[config.mk]
export PLATFORM = sky130hd
export DESIGN_NAME = crs_regs
export DESIGN_NICKNAME = d
export VERILOG_FILES = /design/src/core/crs_pkg.sv /design/src/core/crs_regs.sv
export SDC_FILE = /design/constraint.sdc
export NUM_CORES = 1
export LEC_CHECK = 0
export BUFFER_PORTS_ARGS = -buffer_cell sky130_fd_sc_hd__buf_2
export CAP_MARGIN = 10
export CORE_ASPECT_RATIO = 0.5
export CORE_MARGIN = 5
export CORE_UTILIZATION = 50
export DETAILED_ROUTE_END_ITERATION = 10
export GPL_ROUTABILITY_DRIVEN = 0
export PLACE_DENSITY_LB_ADDON = 0.12
export SLEW_MARGIN = 20
export SYNTH_ARGS = -nofsm -noshare
export SYNTH_HDL_FRONTEND = slang
export SYNTH_SLANG_ARGS = --single-unit
[constraint.sdc]
create_clock -name mclk -period 12.3 [get_ports mclk]
set_input_delay 2.46 -clock mclk [delete_from_list [all_inputs] [get_ports mclk]]
set_output_delay 2.46 -clock mclk [all_outputs]
set_load 0.01 [all_outputs]
[src/core/crs_pkg.sv]
// constants for the processor register set and condition flags
`default_nettype none
package crs_pkg;
    // register indices on the software port
    localparam logic [4:0] IDX_ACC_FIRST = 5'h00;
    localparam logic [4:0] IDX_ACC_SECOND = 5'h01;
    localparam logic [4:0] IDX_ACC_DOUBLE = 5'h02;
    localparam logic [4:0] IDX_ACC_EXTRA = 5'h03;
    localparam logic [4:0] IDX_INDEX_ONE = 5'h04;
    localparam logic [4:0] IDX_INDEX_TWO = 5'h05;
    localparam logic [4:0] IDX_INDEX_THREE = 5'h06;
    localparam logic [4:0] IDX_STACK = 5'h07;
    localparam logic [4:0] IDX_PROGRAM = 5'h08;
    localparam logic [4:0] IDX_FLAGS = 5'h09;
    localparam logic [4:0] IDX_BANKS = 5'h0a;
    localparam logic [4:0] IDX_STACK_BANK = 5'h0b;
    localparam logic [4:0] IDX_MULTIPLIER = 5'h0c;
    localparam logic [4:0] IDX_MULTIPLICAND = 5'h0d;
    localparam logic [4:0] IDX_MAC_HIGH = 5'h0e;
    localparam logic [4:0] IDX_MAC_LOW = 5'h0f;
    localparam logic [4:0] IDX_MASKS = 5'h10;
    localparam logic [4:0] IDX_MAC_SAT_READ = 5'h11;
    // condition register bit positions
    localparam int FLG_STOP_EN = 15;
    localparam int FLG_MV = 14;
    localparam int FLG_HALF = 13;
    localparam int FLG_EV = 12;
    localparam int FLG_NEG = 11;
    localparam int FLG_ZERO = 10;
    localparam int FLG_OVF = 9;
    localparam int FLG_CARRY = 8;
    localparam int FLG_PRIO_LSB = 5;
    localparam int FLG_SAT = 4;
    // bank register field positions
    localparam int BANK_EXT_LSB = 12;
    localparam int BANK_ONE_LSB = 8;
    localparam int BANK_TWO_LSB = 4;
    localparam int BANK_THREE_LSB = 0;
    // reset values
    localparam logic [15:0] RST_FLAGS = 16'h80e0;
    localparam logic [15:0] RST_WORD = 16'h0000;
    localparam logic [3:0] RST_BANK = 4'h0;
    // saturation limits of the 36-bit accumulator
    localparam logic [35:0] MAC_MAX_POS = 36'h7ffffffff;
    localparam logic [35:0] MAC_MAX_NEG = 36'h800000000;
    // stack step sizes
    localparam logic [19:0] STEP_WORD = 20'h00002;
    localparam logic [19:0] STEP_BYTE = 20'h00001;
endpackage
`default_nettype wire

[src/core/crs_regs.sv]
// programmer-visible register set, bank extensions and condition flags
//
// The strobed register port and the register offsets were left to the implementer.
`default_nettype none
// Summary of operation
// - two 8-bit accumulators plus a separate 16-bit accumulator
// - first and second accumulators pair as a 16-bit word, first on top
// - extra accumulator usable wherever the pair is, including indexed offset
// - three 16-bit index registers, each with a 4-bit bank field
// - index register and its bank form a 20-bit address
// - reset loads third index register and bank from the reset vector
// - 16-bit stack pointer with 4-bit bank forms a 20-bit stack address
// - stack address decrements on push, increments on pull
// - stack address always points at next free location
// - word or byte stack steps; odd pointer values accepted
// - 16-bit program counter with 4-bit bank forms a 20-bit address
// - fetch address bit 0 forced to zero
// - condition register layout: stop, MV, H, EV, N, Z, V, C, prio, sat, bank
// - stop instruction halts clock when stop enable is 0, else no-op
// - mac overflow flag set on overflow into accumulator bit 35
// - mac extension overflow flag set on overflow into bit 31
// - half carry set on carry out of bit 3 during decimal add
// - negative set from msb of operand or result
// - zero set when operand or result is all zero
// - overflow set on two's complement signed overflow
// - carry set on carry or borrow and passed through in shifts
// - one flat one-megabyte space of sixteen 64-Kbyte banks
// - 3-bit priority field is the interrupt mask level
// - saturate mode clamps the saturated accumulator read slot after overflow by original sign
// - program bank field sits above program counter for fetch address
// - mac unit holds multiplier, multiplicand, 36-bit accumulator, two masks
module crs_regs (
    input wire logic mclk,
    input wire logic nrst,
    // software register port
    input wire logic [4:0] reg_addr,
    input wire logic [15:0] reg_wdata,
    input wire logic reg_wr,
    input wire logic reg_rd,
    output logic [15:0] reg_rdata,
    // reset vector contents for the third index pair
    input wire logic [15:0] rst_index_three,
    input wire logic [3:0] rst_index_three_bank,
    // stack control from execution
    input wire logic stack_push,
    input wire logic stack_pull,
    input wire logic stack_byte,
    // program counter control
    input wire logic pc_load,
    input wire logic [15:0] pc_value,
    input wire logic pc_step,
    // flag update from execution: value and per-flag update enable for bits 15..8
    input wire logic [7:0] flag_upd,
    input wire logic [7:0] flag_val,
    // raw event conditions
    input wire logic decimal_add,
    input wire logic carry_bit3_first,
    input wire logic carry_bit3_second,
    input wire logic mac_load,
    input wire logic [35:0] mac_value,
    input wire logic [35:0] mac_prev,
    input wire logic low_power_stop_instruction,
    output logic [19:0] fetch_addr,
    output logic [19:0] stack_addr,
    output logic [19:0] index_one_addr,
    output logic [19:0] index_two_addr,
    output logic [19:0] index_three_addr,
    output logic [15:0] acc_double,
    output logic [15:0] acc_extra,
    output logic [2:0] interrupt_priority_mask,
    output logic clock_stop
);
    logic rst_meta_r;
    logic rst_sync_r;
    logic [7:0] acc_first_r;
    logic [7:0] acc_second_r;
    logic [15:0] acc_extra_r;
    logic [15:0] index_one_r;
    logic [15:0] index_two_r;
    logic [15:0] index_three_r;
    logic [15:0] stack_r;
    logic [15:0] pc_r;
    logic [15:0] flags_r;
    logic [15:0] banks_r;
    logic [3:0] stack_bank_r;
    logic [15:0] mult_r;
    logic [15:0] mcand_r;
    logic [35:0] mac_r;
    logic [15:0] masks_r;
    logic strap_pend_r;
    logic [19:0] stack_full;
    logic [19:0] stack_nxt;
    logic [35:0] mac_sat;
    logic mv_set;
    logic ev_set;
    logic half_set;
    logic [15:0] rd_nxt;

    always_ff @(posedge mclk or negedge nrst)
    begin
        if (!nrst)
        begin
            rst_meta_r <= 1'b0;
            rst_sync_r <= 1'b0;
        end
        else
        begin
            rst_meta_r <= 1'b1;
            rst_sync_r <= rst_meta_r;
        end
    end

    logic wr_en;
    assign wr_en = reg_wr;

    // accumulators
    always_ff @(posedge mclk or negedge rst_sync_r)
    begin
        if (!rst_sync_r)
        begin
            acc_first_r <= 8'h00;
            acc_second_r <= 8'h00;
            acc_extra_r <= crs_pkg::RST_WORD;
        end
        else if (wr_en)
        begin
            case (reg_addr)
                crs_pkg::IDX_ACC_FIRST: acc_first_r <= reg_wdata[7:0];
                crs_pkg::IDX_ACC_SECOND: acc_second_r <= reg_wdata[7:0];
                crs_pkg::IDX_ACC_DOUBLE:
                begin
                    acc_first_r <= reg_wdata[15:8];
                    acc_second_r <= reg_wdata[7:0];
                end
                crs_pkg::IDX_ACC_EXTRA: acc_extra_r <= reg_wdata;
                default: ;
            endcase
        end
    end

    // index registers; third pair caught from reset vector after release
    always_ff @(posedge mclk or negedge rst_sync_r)
    begin
        if (!rst_sync_r)
        begin
            index_one_r <= crs_pkg::RST_WORD;
            index_two_r <= crs_pkg::RST_WORD;
            index_three_r <= crs_pkg::RST_WORD;
            banks_r <= crs_pkg::RST_WORD;
            strap_pend_r <= 1'b1;
        end
        else if (strap_pend_r)
        begin
            // software index writes are dropped in this one cycle
            index_three_r <= rst_index_three;
            banks_r[crs_pkg::BANK_THREE_LSB +: 4] <= rst_index_three_bank;
            strap_pend_r <= 1'b0;
        end
        else if (wr_en)
        begin
            case (reg_addr)
                crs_pkg::IDX_INDEX_ONE: index_one_r <= reg_wdata;
                crs_pkg::IDX_INDEX_TWO: index_two_r <= reg_wdata;
                crs_pkg::IDX_INDEX_THREE: index_three_r <= reg_wdata;
                crs_pkg::IDX_BANKS: banks_r <= reg_wdata;
                default: ;
            endcase
        end
    end

    // stack pointer, 20-bit arithmetic across the bank boundary
    assign stack_full = {stack_bank_r, stack_r};
    always_comb
    begin
        stack_nxt = stack_full;
        if (stack_push && !stack_pull)
            stack_nxt = stack_full - (stack_byte ? crs_pkg::STEP_BYTE : crs_pkg::STEP_WORD);
        else if (stack_pull && !stack_push)
            stack_nxt = stack_full + (stack_byte ? crs_pkg::STEP_BYTE : crs_pkg::STEP_WORD);
    end

    always_ff @(posedge mclk or negedge rst_sync_r)
    begin
        if (!rst_sync_r)
        begin
            stack_r <= crs_pkg::RST_WORD;
            stack_bank_r <= crs_pkg::RST_BANK;
        end
        // software write to the pointer wins over a push or pull
        else if (wr_en && reg_addr == crs_pkg::IDX_STACK)
            stack_r <= reg_wdata;
        else if (wr_en && reg_addr == crs_pkg::IDX_STACK_BANK)
            stack_bank_r <= reg_wdata[3:0];
        else
        begin
            stack_r <= stack_nxt[15:0];
            stack_bank_r <= stack_nxt[19:16];
        end
    end

    // program counter, steps one word per fetch
    always_ff @(posedge mclk or negedge rst_sync_r)
    begin
        if (!rst_sync_r)
            pc_r <= crs_pkg::RST_WORD;
        // execution load outranks software write and step
        else if (pc_load)
            pc_r <= pc_value;
        else if (wr_en && reg_addr == crs_pkg::IDX_PROGRAM)
            pc_r <= reg_wdata;
        else if (pc_step)
            pc_r <= pc_r + crs_pkg::STEP_WORD[15:0];
    end

    // mac register set
    always_comb
    begin
        // a sign flip from a value whose top two bits differ is an overflow;
        // a flip from a small value is an ordinary zero crossing
        mv_set = mac_load && (mac_value[35] != mac_prev[35]) && (mac_prev[35] != mac_prev[34]);
        ev_set = mac_load && (mac_value[35:31] != {5{mac_value[35]}});
        half_set = decimal_add && (carry_bit3_first || carry_bit3_second);
    end

    always_ff @(posedge mclk or negedge rst_sync_r)
    begin
        if (!rst_sync_r)
        begin
            mult_r <= crs_pkg::RST_WORD;
            mcand_r <= crs_pkg::RST_WORD;
            mac_r <= 36'h000000000;
            masks_r <= crs_pkg::RST_WORD;
        end
        else if (mac_load)
            mac_r <= mac_value;
        else if (wr_en)
        begin
            case (reg_addr)
                crs_pkg::IDX_MULTIPLIER: mult_r <= reg_wdata;
                crs_pkg::IDX_MULTIPLICAND: mcand_r <= reg_wdata;
                crs_pkg::IDX_MAC_HIGH: mac_r[35:16] <= {reg_wdata[3:0], reg_wdata};
                crs_pkg::IDX_MAC_LOW: mac_r[15:0] <= reg_wdata;
                crs_pkg::IDX_MASKS: masks_r <= reg_wdata;
                default: ;
            endcase
        end
    end

    // condition flags; MV, EV and H set events win over a software write
    always_ff @(posedge mclk or negedge rst_sync_r)
    begin
        if (!rst_sync_r)
            flags_r <= crs_pkg::RST_FLAGS;
        else
        begin
            if (wr_en && reg_addr == crs_pkg::IDX_FLAGS)
                flags_r <= reg_wdata;
            else
            begin
                for (int i = 0; i < 8; i++)
                begin
                    if (flag_upd[i])
                        flags_r[crs_pkg::FLG_CARRY + i] <= flag_val[i];
                end
            end
            // set events last, so they beat a clear in the same cycle
            if (mv_set)
                flags_r[crs_pkg::FLG_MV] <= 1'b1;
            if (ev_set)
                flags_r[crs_pkg::FLG_EV] <= 1'b1;
            if (half_set)
                flags_r[crs_pkg::FLG_HALF] <= 1'b1;
        end
    end

    // saturated accumulator view
    always_comb
    begin
        mac_sat = mac_r;
        // bit 35 xor the overflow flag is the sign before the overflow
        if (flags_r[crs_pkg::FLG_SAT] && (flags_r[crs_pkg::FLG_MV] || flags_r[crs_pkg::FLG_EV]))
            mac_sat = mac_r[35] ^ flags_r[crs_pkg::FLG_MV] ? crs_pkg::MAC_MAX_NEG : crs_pkg::MAC_MAX_POS;
    end

    always_comb
    begin
        // unmapped slots read as zero
        rd_nxt = 16'h0000;
        case (reg_addr)
            crs_pkg::IDX_ACC_FIRST: rd_nxt = {8'h00, acc_first_r};
            crs_pkg::IDX_ACC_SECOND: rd_nxt = {8'h00, acc_second_r};
            crs_pkg::IDX_ACC_DOUBLE: rd_nxt = {acc_first_r, acc_second_r};
            crs_pkg::IDX_ACC_EXTRA: rd_nxt = acc_extra_r;
            crs_pkg::IDX_INDEX_ONE: rd_nxt = index_one_r;
            crs_pkg::IDX_INDEX_TWO: rd_nxt = index_two_r;
            crs_pkg::IDX_INDEX_THREE: rd_nxt = index_three_r;
            crs_pkg::IDX_STACK: rd_nxt = stack_r;
            crs_pkg::IDX_PROGRAM: rd_nxt = pc_r;
            crs_pkg::IDX_FLAGS: rd_nxt = flags_r;
            crs_pkg::IDX_BANKS: rd_nxt = banks_r;
            crs_pkg::IDX_STACK_BANK: rd_nxt = {12'h000, stack_bank_r};
            crs_pkg::IDX_MULTIPLIER: rd_nxt = mult_r;
            crs_pkg::IDX_MULTIPLICAND: rd_nxt = mcand_r;
            crs_pkg::IDX_MAC_HIGH: rd_nxt = {12'h000, mac_r[35:32]};
            crs_pkg::IDX_MAC_LOW: rd_nxt = mac_r[15:0];
            crs_pkg::IDX_MASKS: rd_nxt = masks_r;
            crs_pkg::IDX_MAC_SAT_READ: rd_nxt = mac_sat[31:16];
            default: rd_nxt = 16'h0000;
        endcase
    end

    // registered outputs
    always_ff @(posedge mclk or negedge rst_sync_r)
    begin
        if (!rst_sync_r)
        begin
            reg_rdata <= 16'h0000;
            fetch_addr <= 20'h00000;
            stack_addr <= 20'h00000;
            index_one_addr <= 20'h00000;
            index_two_addr <= 20'h00000;
            index_three_addr <= 20'h00000;
            acc_double <= 16'h0000;
            acc_extra <= 16'h0000;
            interrupt_priority_mask <= 3'h7;
            clock_stop <= 1'b0;
        end
        else
        begin
            reg_rdata <= reg_rd ? rd_nxt : 16'h0000;
            fetch_addr <= {flags_r[3:0], pc_r[15:1], 1'b0};
            stack_addr <= stack_full;
            index_one_addr <= {banks_r[crs_pkg::BANK_ONE_LSB +: 4], index_one_r};
            index_two_addr <= {banks_r[crs_pkg::BANK_TWO_LSB +: 4], index_two_r};
            index_three_addr <= {banks_r[crs_pkg::BANK_THREE_LSB +: 4], index_three_r};
            acc_double <= {acc_first_r, acc_second_r};
            acc_extra <= acc_extra_r;
            interrupt_priority_mask <= flags_r[crs_pkg::FLG_PRIO_LSB +: 3];
            clock_stop <= low_power_stop_instruction && !flags_r[crs_pkg::FLG_STOP_EN];
        end
    end
endmodule
`default_nettype wire

== Word level (Yosys, flattened, before mapping) ==
Index checks and enable logic that the tools add are counted.

* Equal/unequal tests: 21
* Muxes and demuxes: 36
* Bitwise operators: 4
* Reductions and logical operators: 52
* Add/subtract/negate cells: 3

{| class="wikitable"
|+ Operators by type and width
! operator !! count
|-
| one-hot mux 16 bit (18 select lines) || 1
|-
| two-way mux 16 bit || 10
|-
| two-way mux 36 bit || 2
|-
| two-way mux 32 bit || 2
|-
| two-way mux 20 bit || 3
|-
| == test 5 x 4 -> 1 bit, second input constant || 8
|-
| nonzero test 2 bit || 12
|-
| adder 20 x 2 -> 20 bit || 1
|-
| == test 5 x 3 -> 1 bit, second input constant || 4
|-
| subtractor 20 bit || 1
|-
| AND reduction 2 bit || 9
|-
| AND reduction 3 bit || 6
|-
| nonzero test 3 bit || 6
|-
| adder 16 x 2 -> 16 bit, second input constant || 1
|-
| two-way mux 4 bit || 4
|-
| one-hot mux 8 bit (2 select lines) || 1
|-
| logical AND 1 bit || 12
|-
| two-way mux 1 bit || 11
|-
| == test 5 x 2 -> 1 bit, second input constant || 2
|-
| == test 5 bit, second input constant || 2
|-
| two-way mux 8 bit || 1
|-
| == test 5 x 1 -> 1 bit, second input constant || 1
|-
| logical NOT 5 bit || 1
|-
| != test 4 bit || 1
|-
| other kinds (8) || 14
|}

* Output and inout bits: 152
* Bits in registers: 386
* Input port bits: 159
* Logic and storage cells: 154

== Logic depth before layout (Yosys ltp) ==
* Depth in word-level cells: 6
* Depth in mapped cells: 15
* Gate-level depth less buffers: 12

== Least setup slack after synthesis ==
Ideal clock, no wire load.

* Kind: input to register
* Start: in stack_pull
* End: reg stack_r[12]
* Slack: 7031 ps
* Library setup time: 131 ps
* Arrival time: 5138 ps
* Required time: 12169 ps
* Cell stages on the path: 15
* Buffers on the path: 3
* Cells stage by stage: inv_1 -> ha_1 -> buf_2 -> buf_2 -> clkbuf_1 -> and2_1 -> fa_1 -> or3b_4 -> a2111oi_4 -> a211oi_1 -> a2bb2oi_2 -> xnor2_1 -> nor2_1 -> xnor2_1 -> o21ai_1

* Longest elaborated chain between the ends: 5
* Elaborated cells on any way between the ends: 8
* Those cells by class: mux (3); reduce/logical (5)

{| class="wikitable"
|+ Ends and longest elaborated chain
! what !! line !! text
|-
| from (decl) || crs_regs.sv:46 || <nowiki>input wire logic stack_pull,</nowiki>
|-
| logical NOT 1 bit || crs_regs.sv:176 || <nowiki>if (stack_push && !stack_pull)</nowiki>
|-
| logical AND 1 bit || crs_regs.sv:176 ||
|-
| two-way mux 20 bit || crs_regs.sv:176 ||
|-
| two-way mux 16 bit || crs_regs.sv:192 || <nowiki>else if (wr_en && reg_addr == crs_pkg::IDX_STACK_BANK)</nowiki>
|-
| two-way mux 16 bit || crs_regs.sv:190 || <nowiki>else if (wr_en && reg_addr == crs_pkg::IDX_STACK)</nowiki>
|-
| to (signal assigned) || crs_regs.sv:186 || <nowiki>stack_r <= crs_pkg::RST_WORD;</nowiki>
|-
| to (signal assigned) || crs_regs.sv:191 || <nowiki>stack_r <= reg_wdata;</nowiki>
|-
| to (signal assigned) || crs_regs.sv:196 || <nowiki>stack_r <= stack_nxt[15:0];</nowiki>
|-
| to (decl) || crs_regs.sv:81 || <nowiki>logic [15:0] stack_r;</nowiki>
|}

Parallel ways exist; a longest one is shown, timed or not. The select of a mux whose other input is x is not followed.
A chain may end at the register's enable or synchronous reset.

== Final worst setup path ==
* Start: in reg_addr[2]
* End: reg mult_r[9]

* Longest elaborated chain between the ends: 2

{| class="wikitable"
|+ Ends and longest elaborated chain
! what !! line !! text
|-
| from (decl) || crs_regs.sv:36 || <nowiki>input wire logic [4:0] reg_addr,</nowiki>
|-
| == test 5 x 4 -> 1 bit || crs_regs.sv:238 || <nowiki>case (reg_addr)</nowiki>
|-
| AND reduction 3 bit (no source line) || n/a ||
|-
| to (signal assigned) || crs_regs.sv:229 || <nowiki>mult_r <= crs_pkg::RST_WORD;</nowiki>
|-
| to (signal assigned) || crs_regs.sv:239 || <nowiki>crs_pkg::IDX_MULTIPLIER: mult_r <= reg_wdata;</nowiki>
|-
| to (decl) || crs_regs.sv:86 || <nowiki>logic [15:0] mult_r;</nowiki>
|}

No other way between the ends.

==> impl_metrics.py <==
metrics = {
    "run_status": {
        "outcome": "completed",
    },
    "clock_tree": {
        "clockBufferDepth": 3,
        "ctsResizeCount": 0,
        "numCtsBuffers": 36,
        "cts_setup_buffers": 0,
        "hold_buffers": 0,
        "cts_sinks": 386,
        "h-tree-depth": 2,
        "path_clk_slew_ps": 70,
        "insertion_delay_ps": 540,
        "tritoncts": "done",
        "cts_root_buffer": "clkbuf_16",
    },
    "critical_path": {
        "crit_slowest_cell": "nand2_1",
        "worstPathMaxFanout": 16,
        "cp_cell_sequence": "buf_2 > nor2b_1 > nand2_1 > nor3_4 > nand2_1 > mux2_2",
        "startpoint_type": "input pin",
        "path_delay_family": "simple AND/OR/NAND/NOR gates",
        "max_stage_delay_ps": 930,
        "cp.buffers_inverters": 1,
        "crit_type": "in -> reg",
        "worst_path_most_repeated_cell": "nand2_1",
        "cp.arrival_ps": 5460,
        "cp.required_ps": 12720,
        "endpoint_kind": "flop",
    },
    "placement": {
        "dp_hpwl_mm": 39.0,
        "post-place-ws_ps": 6840,
        "portBuffers": 275,
    },
    "logic_synthesis": {
        "yosysTopAreaCellShare": 0.555,
        "ys_ff_latch": 386,
        "synth-seq-area-share": 0.567,
        "avgSynthCellArea_um2": 11.5,
        "synth.area.top_cells": "dfrtp_1 (56%), mux2_2 (8.3%), mux2i_1 (4.1%)",
        "synth_cell_type_count": 88,
        "syn-cell-area_um2": 17000,
        "syn_inst": 1478,
        "yosys.area.top_type": "dfrtp_1",
        "synth_edf_count": 0,
        "yosysMostFrequentCell": "dfrtp_1",
        "ys.flop_type": "dfrtp_1",
        "synthTopCellsByCount": "dfrtp_1 (378), nand2_1 (139), mux2_2 (125)",
        "yosysWarnings": 0,
        "ys_async_sr_fraction": 1.00,
    },
    "floorplan": {
        "core_area_um2": 33300,
        "die_h_um": 141,
        "die_area_um2": 38100,
        "ios": 311,
        "rows": 47,
        "initial_utilization": 0.511,
        "die_w_um": 271,
    },
    "pwr": {
        "p_total_mw": 3.52,
        "vdd_ir_drop_max_uv": 82.1,
        "power_leakage_nw": 9.47,
        "p_per_area_nw_per_um2": 177,
    },
    "sta": {
        "rsz0062_at_grt": "false",
        "relSlewSlack": 0.242,
        "hold_ws_ps": 293,
        "timing.final.hold_violations": 0,
        "period_share": 0.410,
        "drv_slew": 0,
        "setup_viol": 0,
        "timing.fmax_mhz": 198,
        "tightestPinTransition_ps": 1140,
        "setup_ws_ps": 7250,
        "layout_min_cycle_time_ps": 5050,
        "setup_tns_ps": 0,
        "finClkSkew_ps": 12.7,
    },
    "layout": {
        "syn2layout_area_growth_pct": 16.9,
        "utilization": 0.597,
        "drive_gt1_frac": 0.306,
        "nets": 1862,
    },
    "routing": {
        "drtAntennaViolNets": 0,
        "vias_per_cell": 6.16,
        "dr.pass1.iters": 8,
        "routed_wl_mm": 56.6,
        "drcViolationCount": 0,
        "vias": 13400,
        "wire_per_inst_um": 26.1,
        "drtIter0Drc": 1552,
    },
    "global_route": {
        "grt-ovfl-total": 0,
        "antenna_found_initial": 7,
        "grt_pass1_wl_mm": 85.2,
        "grt_max_degree": 190,
        "grt_usage": 0.292,
        "grt_pass1_vias": 13600,
    },
    "flow_run": {
        "maxCapViolCount": 0,
    },
    "min_path": {
        "hp-class": "reg -> async",
    },
}
[metrics by stage]
| step | cell area, um^2 | std cells |
|---|---|---|
| 6_report | 19900 | 2169 |
| 5_1_grt | 19900 | 2168 |
| 4_1_cts | 19900 | 2163 |
| 3_5_place_dp | 18600 | 2099 |
| 3_3_place_gp | 18600 | 2099 |
| 2_1_floorplan | 17000 | 1479 |
[final timing paths]
check	from	end	cells after the start	slack (ps)
min	rst_sync_r	index_three_r[13]	0	290
min reg2reg	rst_sync_r	index_three_r[13]	0	290
max in group asynchronous	rst_sync_r	index_one_addr[4]	2	10190
min in group mclk	rst_meta_r	rst_sync_r	0	350
max reg2reg	stack_r[0]	stack_r[12]	12	9490
max	reg_addr[2]	mult_r[9]	6	7250
[cell families after synthesis]
logic type                 synth area share
muxes                                 0.125
and+or+nand+nor                       0.102
DFF                                   0.567
xor gates and xnor gates             0.0195
AOI/OAI and AO/OA                     0.149
buffers and inverters                0.0325
other                              0.000441
adders and majority gates           0.00485
[layout by cell type, fill, tap and decap left out, types with 8 or more instances in the layout]
master     count
mux2i_1       70
a211oi_1      13
buf_4         17
a31oi_1       17
o21ai_0      124
nor2_1        60
a221oi_1      21
and4_1         8
nor3_1        12
buf_2        275
clkbuf_8       8
and3_1        18
xnor2_1       31
clkbuf_16     37
a22oi_1       42
nand2_1      138
nor2b_1       12
a22o_1        21
o21ai_1       12
nand3_1       26
a21oi_1       60
a222oi_1      13
inv_1          9
dfrtp_1      377
dfstp_2        8
mux2_2       125
[metal layers]
layer  vias up  global-route usage  wire, um
li1       5819                   -         -
met1      6747               0.411     23500
met2       683               0.441     25500
met3       119              0.0853      6010
met4         0              0.0919      1570
met5         -                   0         0
[power breakdown]
group	leakage, nW	total [mW]	internal (mW)	switching (mW)
combinational	4.00	0.597	0.274	0.324
sequential	4.87	1.76	1.49	0.270
clock	0.599	1.16	0.666	0.498
[final cells by class]
type | instances | area, um^2
Fill cell | 2780 | 13400
Sequential cell | 386 | 9670
Multi-Input combinational cell | 966 | 6850
Timing Repair Buffer | 296 | 1570
Clock buffer | 50 | 1050
Tap cell | 441 | 552
Clock inverter | 14 | 158
Inverter | 11 | 41.3
Antenna cell | 5 | 12.5
[flip-flops by register name, summed over array words and instances (netlist names), 19 cells and up]
| name | cells |
|---|---|
| mac_r | 36 |
| index_one_addr | 20 |
| index_three_addr | 20 |
| index_two_addr | 20 |
| stack_addr | 20 |
| fetch_addr | 19 |
No activity file was read; power rests on OpenSTA's default activity.
